===== src/inc/lmc_pkg.sv =====
// shared constants for the line module control port and pcm highway
//
// How it works
// RQ1: far end supplies one of three master rates
// RQ2: rate select high for 1.536/1.544 MHz
// RQ3: bit clock shifts pcm in and out
// RQ4: tx frame sync starts each tx slot
// RQ5: tx pcm output driven only in slot
// RQ6: slot indicator low exactly while tx driven
// RQ7: rx pcm sampled only in rx slot
// RQ8: control shifts on control clock, select low
// RQ9: status output driven only while selected
// RQ10: interrupt on hook or thermal change
// RQ11: ring relay follows ring bit, trips off
// RQ12: aux relays follow bits five and six
// RQ13: reset clears control word, enters standby
// RQ14: control port and supervision work in standby
// RQ15: leave standby on ring write or off-hook
// RQ16: hook status follows loop current, dial pulses
// RQ17: ring trip reported well within 200 ms
// RQ18: two bits pick one of four balances
// RQ19: ring bit overrides two mode bits; here ring and mode bits leave as separate outputs, line_mode_o not overridden
// RQ20: status bit seven high means on-hook
// RQ21: old status out while new word in
// RQ22: quick read shows hook bit, no shift
// RQ23: msb first; interrupt cleared by access
package lmc_pkg;
   localparam int CLK_HZ = 200_000_000;
   localparam int MCLK_HZ = 2_048_000;
   localparam int CONTROL_SHIFT_CLOCK_HZ = 1_000_000;
   localparam int BCLK_HZ = 2_000_000;
   localparam int FRAME_HZ = 8_000;
   localparam int RING_TRIP_MAX_MS = 200;
   localparam logic [7:0] CONTROL_SHIFT_CLOCK_HALF = 8'(CLK_HZ / (2 * CONTROL_SHIFT_CLOCK_HZ));
   localparam logic [6:0] BCLK_HALF = 7'(CLK_HZ / (2 * BCLK_HZ));
   localparam logic [7:0] BITS_PER_FRAME = 8'(BCLK_HZ / FRAME_HZ);
   localparam logic RATE_SEL_RESET = (MCLK_HZ == 2_048_000) ? 1'b0 : 1'b1;
   // control word fields
   localparam int HOOK_STATUS_BIT = 7;
   localparam int AUX_B_BIT = 6;
   localparam int AUX_A_BIT = 5;
   localparam int RING_MODE_BIT = 4;
   localparam int MODE_SEL_HI = 3;
   localparam int MODE_SEL_LO = 2;
   localparam int BAL_HI = 1;
   localparam logic [7:0] CTRL_RESET = 8'h00;
   localparam logic [1:0] MODE_DENIAL = 2'h2;
   localparam logic [3:0] WORD_BITS = 4'h8;
   localparam logic [3:0] LAST_BIT = 4'h7;
   // device synchroniser lanes
   localparam int SYN_W = 11;
   localparam int SY_CS = 0;
   localparam int SY_CONTROL_SHIFT_CLOCK = 1;
   localparam int SY_CI = 2;
   localparam int SY_BCLK = 3;
   localparam int SY_FSX = 4;
   localparam int SY_FSR = 5;
   localparam int SY_DR = 6;
   localparam int SY_LOOP = 7;
   localparam int SY_RING = 8;
   localparam int SY_THERM = 9;
   localparam int SY_RATE = 10;
   localparam logic [SYN_W-1:0] SYN_IDLE = 11'h001;
   // controller register byte offsets
   localparam logic [4:0] OFF_CMD = 5'h00;
   localparam logic [4:0] OFF_STAT = 5'h04;
   localparam logic [4:0] OFF_CFG = 5'h08;
   localparam logic [4:0] OFF_PTX = 5'h0c;
   localparam logic [4:0] OFF_PRX = 5'h10;
   localparam int CMD_QUICK = 8;
   // control access sequencer, gray from idle to gap except the quick setup-to-gap jump; gap back to idle flips two bits
   typedef enum logic [2:0] {
      LMC_IDLE = 3'h0,
      LMC_SETUP = 3'h1,
      LMC_HIGH = 3'h3,
      LMC_LOW = 3'h2,
      LMC_GAP = 3'h6
   } lmc_seq_t;
endpackage


===== src/inc/lmc_if.sv =====
// pins between the line module and its controller
`timescale 1ns/1ps
`default_nettype none
interface lmc_if;
   logic cs_n, control_shift_clock, ci, bclk, tx_frame_sync, rx_frame_sync, dr, rate_sel;
   logic co, co_oe, dx, dx_oe;
   logic tsx_out, tsx_oe, irq_out, irq_oe;
   logic co_line, dx_line, tsx_n_line, irq_n_line;
   // resolved wire levels; released lines read high (pull-up)
   assign co_line = co_oe ? co : 1'b1;
   assign dx_line = dx_oe ? dx : 1'b1;
   assign tsx_n_line = tsx_oe ? tsx_out : 1'b1;
   assign irq_n_line = irq_oe ? irq_out : 1'b1;
   modport dev (
      input cs_n, control_shift_clock, ci, bclk, tx_frame_sync, rx_frame_sync, dr, rate_sel,
      output co, co_oe, dx, dx_oe, tsx_out, tsx_oe, irq_out, irq_oe
   );
   modport ctl (
      output cs_n, control_shift_clock, ci, bclk, tx_frame_sync, rx_frame_sync, dr, rate_sel,
      input co_line, dx_line, tsx_n_line, irq_n_line
   );
endinterface
`default_nettype wire


===== src/hdl/lmc_dev.sv =====
// line module end: control port, relays, loop events and pcm slots
//
// The Avalon-MM interface to the registers and the address map were decided locally.
`timescale 1ns/1ps
`default_nettype none
module lmc_dev
   import lmc_pkg::*;
(
   input wire logic clk_i,
   input wire logic srst_i,
   lmc_if.dev pin,
   input wire logic loop_offhook_i,
   input wire logic ring_offhook_i,
   input wire logic thermal_alarm_i,
   input wire logic [7:0] tx_pcm_word_i,
   output logic ring_relay_drive_o,
   output logic aux_relay_a_o,
   output logic aux_relay_b_o,
   output logic standby_o,
   output logic ring_active_o,
   output logic [1:0] line_mode_o,
   output logic [1:0] balance_sel_o,
   output logic master_rate_select_o,
   output logic [7:0] rx_pcm_word_o,
   output logic rx_pcm_valid_o
);
   typedef struct packed {
      logic [SYN_W-1:0] s1;
      logic [SYN_W-1:0] s2;
      logic [SYN_W-1:0] p;
      logic [7:0] ctrl;
      logic [7:0] sh_in;
      logic [7:0] sh_out;
      logic [7:0] tx_sh;
      logic [7:0] rx_sh;
      logic [7:0] rx_word;
      logic [3:0] cnt;
      logic [3:0] tx_cnt;
      logic [3:0] rx_cnt;
      logic co, co_oe, irq, hook, therm, trip, stby;
      logic ring_relay_drive, rly_a, rly_b, dx, dx_oe, tsx_oe;
      logic rx_act, rx_vld, rate;
   } lmcd_st_t;

   lmcd_st_t q, n;

   // shared four-bit counter step; wrap is harmless, counts stop at 8
   function automatic logic [3:0] step4(input logic [3:0] v);
      return 4'(v + 4'h1);
   endfunction

   always_comb begin
      logic [SYN_W-1:0] lv;
      logic [SYN_W-1:0] rise;
      logic [SYN_W-1:0] fall;
      logic [7:0] stat;
      logic s7;
      lv = q.s2;
      rise = q.s2 & ~q.p;
      fall = ~q.s2 & q.p;
      // hook bit: loop current normally, ring trip while ringing
      s7 = q.ctrl[RING_MODE_BIT] ? ~q.trip : ~lv[SY_LOOP]; // [RQ16] [RQ20]
      stat = {s7, q.ctrl[6:0]};
      n = q;
      // two-flop synchronisers; only s2 and its delayed copy are read
      n.s1[SY_CS] = pin.cs_n;
      n.s1[SY_CONTROL_SHIFT_CLOCK] = pin.control_shift_clock;
      n.s1[SY_CI] = pin.ci;
      n.s1[SY_BCLK] = pin.bclk;
      n.s1[SY_FSX] = pin.tx_frame_sync;
      n.s1[SY_FSR] = pin.rx_frame_sync;
      n.s1[SY_DR] = pin.dr;
      n.s1[SY_LOOP] = loop_offhook_i;
      n.s1[SY_RING] = ring_offhook_i;
      n.s1[SY_THERM] = thermal_alarm_i;
      n.s1[SY_RATE] = pin.rate_sel;
      n.s2 = q.s1;
      n.p = q.s2;
      n.rate = lv[SY_RATE]; // [RQ2]

      // serial control port, msb first, only while selected
      // control_shift_clock is sampled, so its half period must cover the sync lag
      if (fall[SY_CS]) begin
         n.cnt = 4'h0;
         n.sh_out = stat; // [RQ21]
         n.co = stat[HOOK_STATUS_BIT]; // [RQ22]
         n.co_oe = 1'b1; // [RQ9]
      end else if (!lv[SY_CS]) begin
         if (rise[SY_CONTROL_SHIFT_CLOCK]) begin
            n.sh_in = {q.sh_in[6:0], lv[SY_CI]}; // [RQ8] [RQ23]
            if (q.cnt != WORD_BITS)
               n.cnt = step4(q.cnt);
         end
         if (fall[SY_CONTROL_SHIFT_CLOCK]) begin
            n.sh_out = {q.sh_out[6:0], 1'b0}; // [RQ21]
            n.co = q.sh_out[6];
         end
      end
      // deselect: release output; commit only a full word, so a
      // quick read with no clocks leaves the control word untouched
      if (rise[SY_CS]) begin
         n.co_oe = 1'b0; // [RQ9]
         n.irq = 1'b0; // [RQ23]
         if (q.cnt == WORD_BITS)
            n.ctrl = q.sh_in; // [RQ8] [RQ22]
      end

      // thermal overload forces power denial over any write
      // and the mode stays in denial after cooling until rewritten
      if (lv[SY_THERM])
         n.ctrl[MODE_SEL_HI:MODE_SEL_LO] = MODE_DENIAL; // [RQ19]

      // loop events; set is placed after clear so it wins
      n.hook = s7;
      n.therm = lv[SY_THERM];
      if (s7 != q.hook || lv[SY_THERM] != q.therm)
         n.irq = 1'b1; // [RQ10]

      // ring trip latches until ring mode is written off
      if (!q.ctrl[RING_MODE_BIT])
         n.trip = 1'b0;
      else if (lv[SY_RING])
         n.trip = 1'b1; // [RQ17]
      n.ring_relay_drive = q.ctrl[RING_MODE_BIT] & ~q.trip & ~lv[SY_RING]; // [RQ11]
      n.rly_a = q.ctrl[AUX_A_BIT]; // [RQ12]
      n.rly_b = q.ctrl[AUX_B_BIT]; // [RQ12]

      // standby is left for good; supervision above keeps running
      if (q.ctrl[RING_MODE_BIT] || lv[SY_LOOP])
         n.stby = 1'b0; // [RQ15] [RQ14]

      // tx slot: eight bit clocks from the sync-qualified edge
      // the word is taken at slot start; a later change waits a frame
      if (rise[SY_BCLK]) begin
         if (lv[SY_FSX] && q.tx_cnt == 4'h0) begin
            n.dx = tx_pcm_word_i[7]; // [RQ4] [RQ3]
            n.tx_sh = {tx_pcm_word_i[6:0], 1'b0};
            n.tx_cnt = 4'h1;
            n.dx_oe = 1'b1; // [RQ5]
            n.tsx_oe = 1'b1; // [RQ6]
         end else if (q.tx_cnt == WORD_BITS) begin
            n.tx_cnt = 4'h0;
            n.dx = 1'b0;
            n.dx_oe = 1'b0; // [RQ5]
            n.tsx_oe = 1'b0; // [RQ6]
         end else if (q.tx_cnt != 4'h0) begin
            n.dx = q.tx_sh[7]; // [RQ3]
            n.tx_sh = {q.tx_sh[6:0], 1'b0};
            n.tx_cnt = step4(q.tx_cnt);
         end
      end

      // rx slot: sample on falling edges, mid-bit for the far end
      // a sync seen while a word is open is ignored until it closes
      n.rx_vld = 1'b0;
      if (rise[SY_BCLK] && lv[SY_FSR] && !q.rx_act) begin
         n.rx_act = 1'b1; // [RQ7]
         n.rx_cnt = 4'h0;
      end
      if (fall[SY_BCLK] && q.rx_act) begin
         n.rx_sh = {q.rx_sh[6:0], lv[SY_DR]}; // [RQ7] [RQ3]
         n.rx_cnt = step4(q.rx_cnt);
         if (q.rx_cnt == LAST_BIT) begin
            n.rx_act = 1'b0;
            n.rx_word = {q.rx_sh[6:0], lv[SY_DR]};
            n.rx_vld = 1'b1;
         end
      end
   end

   // single register stage; standby and on-hook are the reset picture
   // idle levels preload the synchronisers: no false edge at release
   always_ff @(posedge clk_i) begin
      if (srst_i) begin
         q <= '0;
         q.ctrl <= CTRL_RESET; // [RQ13]
         q.stby <= 1'b1; // [RQ13]
         q.hook <= 1'b1;
         q.rate <= RATE_SEL_RESET;
         q.s1 <= SYN_IDLE;
         q.s2 <= SYN_IDLE;
         q.p <= SYN_IDLE;
      end else begin
         q <= n;
      end
   end

   // pins: open-drain lines only ever pull low
   // released lines rely on the board pull-ups for their high level
   assign pin.co = q.co;
   assign pin.co_oe = q.co_oe;
   assign pin.dx = q.dx;
   assign pin.dx_oe = q.dx_oe;
   assign pin.tsx_out = 1'b0;
   assign pin.tsx_oe = q.tsx_oe;
   assign pin.irq_out = 1'b0;
   assign pin.irq_oe = q.irq;

   // user side; the ring bit and the two mode bits leave as separate outputs
   assign ring_relay_drive_o = q.ring_relay_drive;
   assign aux_relay_a_o = q.rly_a;
   assign aux_relay_b_o = q.rly_b;
   assign standby_o = q.stby;
   assign ring_active_o = q.ctrl[RING_MODE_BIT]; // [RQ19]
   assign line_mode_o = q.ctrl[MODE_SEL_HI:MODE_SEL_LO]; // [RQ19]
   assign balance_sel_o = q.ctrl[BAL_HI:0]; // [RQ18]
   assign master_rate_select_o = q.rate;
   assign rx_pcm_word_o = q.rx_word;
   assign rx_pcm_valid_o = q.rx_vld;
endmodule
`default_nettype wire


===== src/flat_wrapper.sv =====
// flat-port wrapper written by rule: the top's interface ports become plain ports
module lmc_dev_flat import lmc_pkg::*;
  (clk_i, srst_i, loop_offhook_i, ring_offhook_i, thermal_alarm_i, tx_pcm_word_i, ring_relay_drive_o, aux_relay_a_o, aux_relay_b_o, standby_o, ring_active_o, line_mode_o, balance_sel_o, master_rate_select_o, rx_pcm_word_o, rx_pcm_valid_o, pin_cs_n, pin_control_shift_clock, pin_ci, pin_bclk, pin_tx_frame_sync, pin_rx_frame_sync, pin_dr, pin_rate_sel, pin_co, pin_co_oe, pin_dx, pin_dx_oe, pin_tsx_out, pin_tsx_oe, pin_irq_out, pin_irq_oe);
  lmc_if pin_i ();
  input wire logic clk_i;
  input wire logic srst_i;
  input wire logic loop_offhook_i;
  input wire logic ring_offhook_i;
  input wire logic thermal_alarm_i;
  input wire logic [7:0] tx_pcm_word_i;
  output logic ring_relay_drive_o;
  output logic aux_relay_a_o;
  output logic aux_relay_b_o;
  output logic standby_o;
  output logic ring_active_o;
  output logic [1:0] line_mode_o;
  output logic [1:0] balance_sel_o;
  output logic master_rate_select_o;
  output logic [7:0] rx_pcm_word_o;
  output logic rx_pcm_valid_o;
  input wire logic [$bits(pin_i.cs_n)-1:0] pin_cs_n;
  input wire logic [$bits(pin_i.control_shift_clock)-1:0] pin_control_shift_clock;
  input wire logic [$bits(pin_i.ci)-1:0] pin_ci;
  input wire logic [$bits(pin_i.bclk)-1:0] pin_bclk;
  input wire logic [$bits(pin_i.tx_frame_sync)-1:0] pin_tx_frame_sync;
  input wire logic [$bits(pin_i.rx_frame_sync)-1:0] pin_rx_frame_sync;
  input wire logic [$bits(pin_i.dr)-1:0] pin_dr;
  input wire logic [$bits(pin_i.rate_sel)-1:0] pin_rate_sel;
  output wire logic [$bits(pin_i.co)-1:0] pin_co;
  output wire logic [$bits(pin_i.co_oe)-1:0] pin_co_oe;
  output wire logic [$bits(pin_i.dx)-1:0] pin_dx;
  output wire logic [$bits(pin_i.dx_oe)-1:0] pin_dx_oe;
  output wire logic [$bits(pin_i.tsx_out)-1:0] pin_tsx_out;
  output wire logic [$bits(pin_i.tsx_oe)-1:0] pin_tsx_oe;
  output wire logic [$bits(pin_i.irq_out)-1:0] pin_irq_out;
  output wire logic [$bits(pin_i.irq_oe)-1:0] pin_irq_oe;
  assign pin_i.cs_n = pin_cs_n;
  assign pin_i.control_shift_clock = pin_control_shift_clock;
  assign pin_i.ci = pin_ci;
  assign pin_i.bclk = pin_bclk;
  assign pin_i.tx_frame_sync = pin_tx_frame_sync;
  assign pin_i.rx_frame_sync = pin_rx_frame_sync;
  assign pin_i.dr = pin_dr;
  assign pin_i.rate_sel = pin_rate_sel;
  assign pin_co = pin_i.co;
  assign pin_co_oe = pin_i.co_oe;
  assign pin_dx = pin_i.dx;
  assign pin_dx_oe = pin_i.dx_oe;
  assign pin_tsx_out = pin_i.tsx_out;
  assign pin_tsx_oe = pin_i.tsx_oe;
  assign pin_irq_out = pin_i.irq_out;
  assign pin_irq_oe = pin_i.irq_oe;
  lmc_dev u_core (.clk_i(clk_i), .srst_i(srst_i), .pin(pin_i), .loop_offhook_i(loop_offhook_i), .ring_offhook_i(ring_offhook_i), .thermal_alarm_i(thermal_alarm_i), .tx_pcm_word_i(tx_pcm_word_i), .ring_relay_drive_o(ring_relay_drive_o), .aux_relay_a_o(aux_relay_a_o), .aux_relay_b_o(aux_relay_b_o), .standby_o(standby_o), .ring_active_o(ring_active_o), .line_mode_o(line_mode_o), .balance_sel_o(balance_sel_o), .master_rate_select_o(master_rate_select_o), .rx_pcm_word_o(rx_pcm_word_o), .rx_pcm_valid_o(rx_pcm_valid_o));
endmodule

===== config.mk =====
export PLATFORM = sky130hd
export DESIGN_NAME = lmc_dev_flat
export DESIGN_NICKNAME = d
export VERILOG_FILES = /design/src/inc/lmc_pkg.sv /design/src/inc/lmc_if.sv /design/src/hdl/lmc_dev.sv /design/src/flat_wrapper.sv
export SDC_FILE = /design/constraint.sdc
export NUM_CORES = 1
export LEC_CHECK = 0
export ABC_AREA = 1
export BUFFER_PORTS_ARGS = -buffer_cell sky130_fd_sc_hd__clkbuf_2
export CAP_MARGIN = 5
export CORE_MARGIN = 2
export CORE_UTILIZATION = 52
export CTS_CLUSTER_SIZE = 30
export DETAILED_ROUTE_END_ITERATION = 10
export PLACE_DENSITY_LB_ADDON = 0.12
export SLEW_MARGIN = 10
export SYNTH_ARGS = -nofsm -noshare
export SYNTH_HDL_FRONTEND = slang
export SYNTH_SLANG_ARGS = --single-unit

===== constraint.sdc =====
create_clock -name clk_i -period 1.2 [get_ports clk_i]
set_input_delay 0.18 -clock clk_i [delete_from_list [all_inputs] [get_ports clk_i]]
set_output_delay 0.18 -clock clk_i [all_outputs]
set_load 0.01 [all_outputs]

==> flow_summary.toml <==
[run_status]
run_status = "finished, final reports clean"

[cts]
path_clk_slew_ns = 0.08
cts_made_buffers = 9
clockRootBuffer = "clkbuf_8"
htree_levels = 3
numClockSinks = 95
cts_tree = "built"
clockBufferDepth = 2
clock_latency_ns = 0.35

[setup_path]
crit_buf_inv = 2
required_ns = 1.50
cp_slowest_cell = "dfxtp_2"
critPathCaptureType = "flop"
path_cells = "inv_2, ha_4, nand3_2, buf_4, nand4_1, nand2_1, nor2_2"
cp.arrival_ns = 1.48
r2r_slack_ns = 0.01
crit_path_max_fanout = 7
worst_setup_path_start_kind = "flop"
path_class = "flop to flop"
cpPeakStageDelay_ns = 0.33
path_delay_family = "simple AND/OR/NAND/NOR gates"

[logic_synthesis]
syn_inst = 514
syn_area_um2 = 3900
synth_common_cells = "nand2_1, nor2_1, dfxtp_1"
syn_area_per_cell_um2 = 7.58
synth_top_area_cell = "dfxtp_1"
synth_cell_types = 30
synth_edf_count = 0
ys.flop_type = "dfxtp_1"
synth_seq_area_share = 0.488
ys_async_sr_fraction = 0
ys_seq_elements = 95
synth_most_common_cell = "nand2_1"
synth_area_leaders = "dfxtp_1, nand2_1, nor2_1"
yosys_warnings = 0
synth_top_area_frac = 0.488

[die]
start_util = 0.537
dieWidth_um = 90.6
io_pins = 48
fp-row-count = 31
design.die.area_um2 = 8200
core_um2 = 7250
die_h_um = 90.6

[global_routing]
first_global_vias = 2990
track_usage = 0.184
grt_max_degree = 27
antenna_found_initial = 0
grt_overflow_total = 0
grt_first_pass_wirelength_mm = 12.5

[route]
postRouteAntennaNets = 0
wl_per_cell_um = 10.9
viasPerCell = 4.75
drt_pass1_iterations = 4
drtIter0Drc = 69
routed_wl_mm = 7.57
drc = 0
route.vias.total = 3284

[timing]
worst_slack_ns = 0.0146
hold_viol = 0
rsz0062_at_grt = "true"
period_share = 0.988
slew_viol_final = 0
holdWs_ns = 0.00984
fin_crit_ns = 1.19
fin_skew_ns = 0.00804
setup_viol = 0
max_freq_mhz = 844

[placed_design]
port_buffers = 45
place.gp.congestion = 0.803
dpl_cell_area_um2 = 4300
pre_cts_slack_ns = -0.0695
dp_cells = 661
hpwl_mm = 5.13

[power_and_ir_drop]
p_leak_nw = 2.30
p_per_area_nw_per_um2 = 1170
ir_worst_vdd_v = 0.000750

[finish]
final_cells = 692
fillerInstances = 658
syn2layout_area_growth_pct = 24.0
drive_gt1_frac = 0.290
multi_input_area_um2 = 1710
n_antenna_cell = 0
nNetsFinal = 615
final-seq-area_um2 = 1920
final_util = 0.666
fin_area_um2 = 4830

[hold_path]
hold_class = "primary input to flop"

[job]
maxCapViolCount = 0
## registers in the layout, indices dropped and copies added, names as in the netlist
signal and cells:
u_core.q 47, u_core.n 24, u_core.rx_pcm_word_o 8, u_core.balance_sel_o 2, u_core.line_mode_o 2, u_core.aux_relay_a_o 1, u_core.aux_relay_b_o 1, u_core.master_rate_select_o 1
u_core.pin.co 1, u_core.pin.co_oe 1, u_core.pin.dx 1, u_core.pin.irq_oe 1, u_core.pin.tsx_oe 1, u_core.ring_active_o 1, u_core.ring_relay_drive_o 1, u_core.rx_pcm_valid_o 1
u_core.standby_o 1
## cells in the final DEF, fill, tap and decap left out, types with 6 or more instances in the layout
master         count
nand2_2            7
o21ai_0           28
clkbuf_2          45
inv_1             51
nand4_1           13
dfxtp_1           84
nand2_1           95
nand2_4            7
o21ai_1            6
nand3_2            8
a21oi_1           17
inv_2             12
buf_4             32
clkbuf_8           9
dlygate4sd3_1      6
dfxtp_2           10
nor2_4             6
nor2_1            92
nand3_1           20
## kinds of logic (layout without fill, tap and decap cells)
| group | Yosys count | count (layout) | synth area share |
|---|---|---|---|
| fa+ha+maj | 5 | 5 | 0.0161 |
| other cells | 1 | 2 | 0.000962 |
| xor+xnor | 2 | 2 | 0.00450 |
| compound gates | 59 | 59 | 0.0803 |
| flops | 95 | 95 | 0.488 |
| simple gates | 255 | 258 | 0.289 |
| buf+inv | 97 | 172 | 0.121 |
## power by group
group          internal [mW]  leakage (nW)  switching (mW)
Clock                  0.957        0.0888            1.08
Sequential              3.22         0.777          0.0329
Combinational          0.166          1.44           0.207
Total                   4.34          2.30            1.32
## per-layer routing
| layer | GRT usage | vias to the layer above | routed length [um] |
|---|---|---|---|
| li1 | - | 1730 | - |
| met1 | 0.215 | 1484 | 3390 |
| met2 | 0.328 | 54 | 3820 |
| met3 | 0.0301 | 16 | 199 |
| met4 | 0.0846 | 0 | 162 |
| met5 | 0 | - | 0 |
## final cells by class
| type | count | share of cell area |
|---|---|---|
| inverters | 66 | 0.0526 |
| clock buffers | 10 | 0.0264 |
| repair buffers | 91 | 0.133 |
| multi-input cells | 326 | 0.353 |
| well taps | 99 | 0.0256 |
| clock inverters | 5 | 0.0122 |
| flip-flops and latches | 95 | 0.397 |
## tightest hold or removal path: cells and delay by family
family,cells,cell delay [ns]
buffers and inverters,2,0.12
and+or+nand+nor,1,0.03
## timing repair
action                                 4_1_cts  5_1_grt
buffers inserted                             0        7
hold buffers                                 6        0
pin swaps                                    5       21
gates resized for setup                     18       50
endpoints found under the hold margin        6        0
setup endpoints to repair                   29       52
gates cloned                                 2        1
## final timing paths
kind           startpoint  depth (start not counted)           end
max reg2reg  u_core.q[20]                          7  u_core.q[23]
max          u_core.q[20]                          7  u_core.q[23]
min                pin_ci                          3  u_core.n[89]
min reg2reg  u_core.n[90]                          2  u_core.n[79]
## stage by stage
| step | TNS, ns | power [mW] |
|---|---|---|
| 3_3_place_gp | -0.217 | 3.65 |
| 3_5_place_dp | -0.896 | 3.66 |
| 5_1_grt | -0.715 | 5.88 |
| 2_1_floorplan | 0 | 3.54 |
| 4_1_cts | -0.0131 | 5.70 |
| 6_report | 0 | 5.66 |
Power figures use the tool's default switching activity.
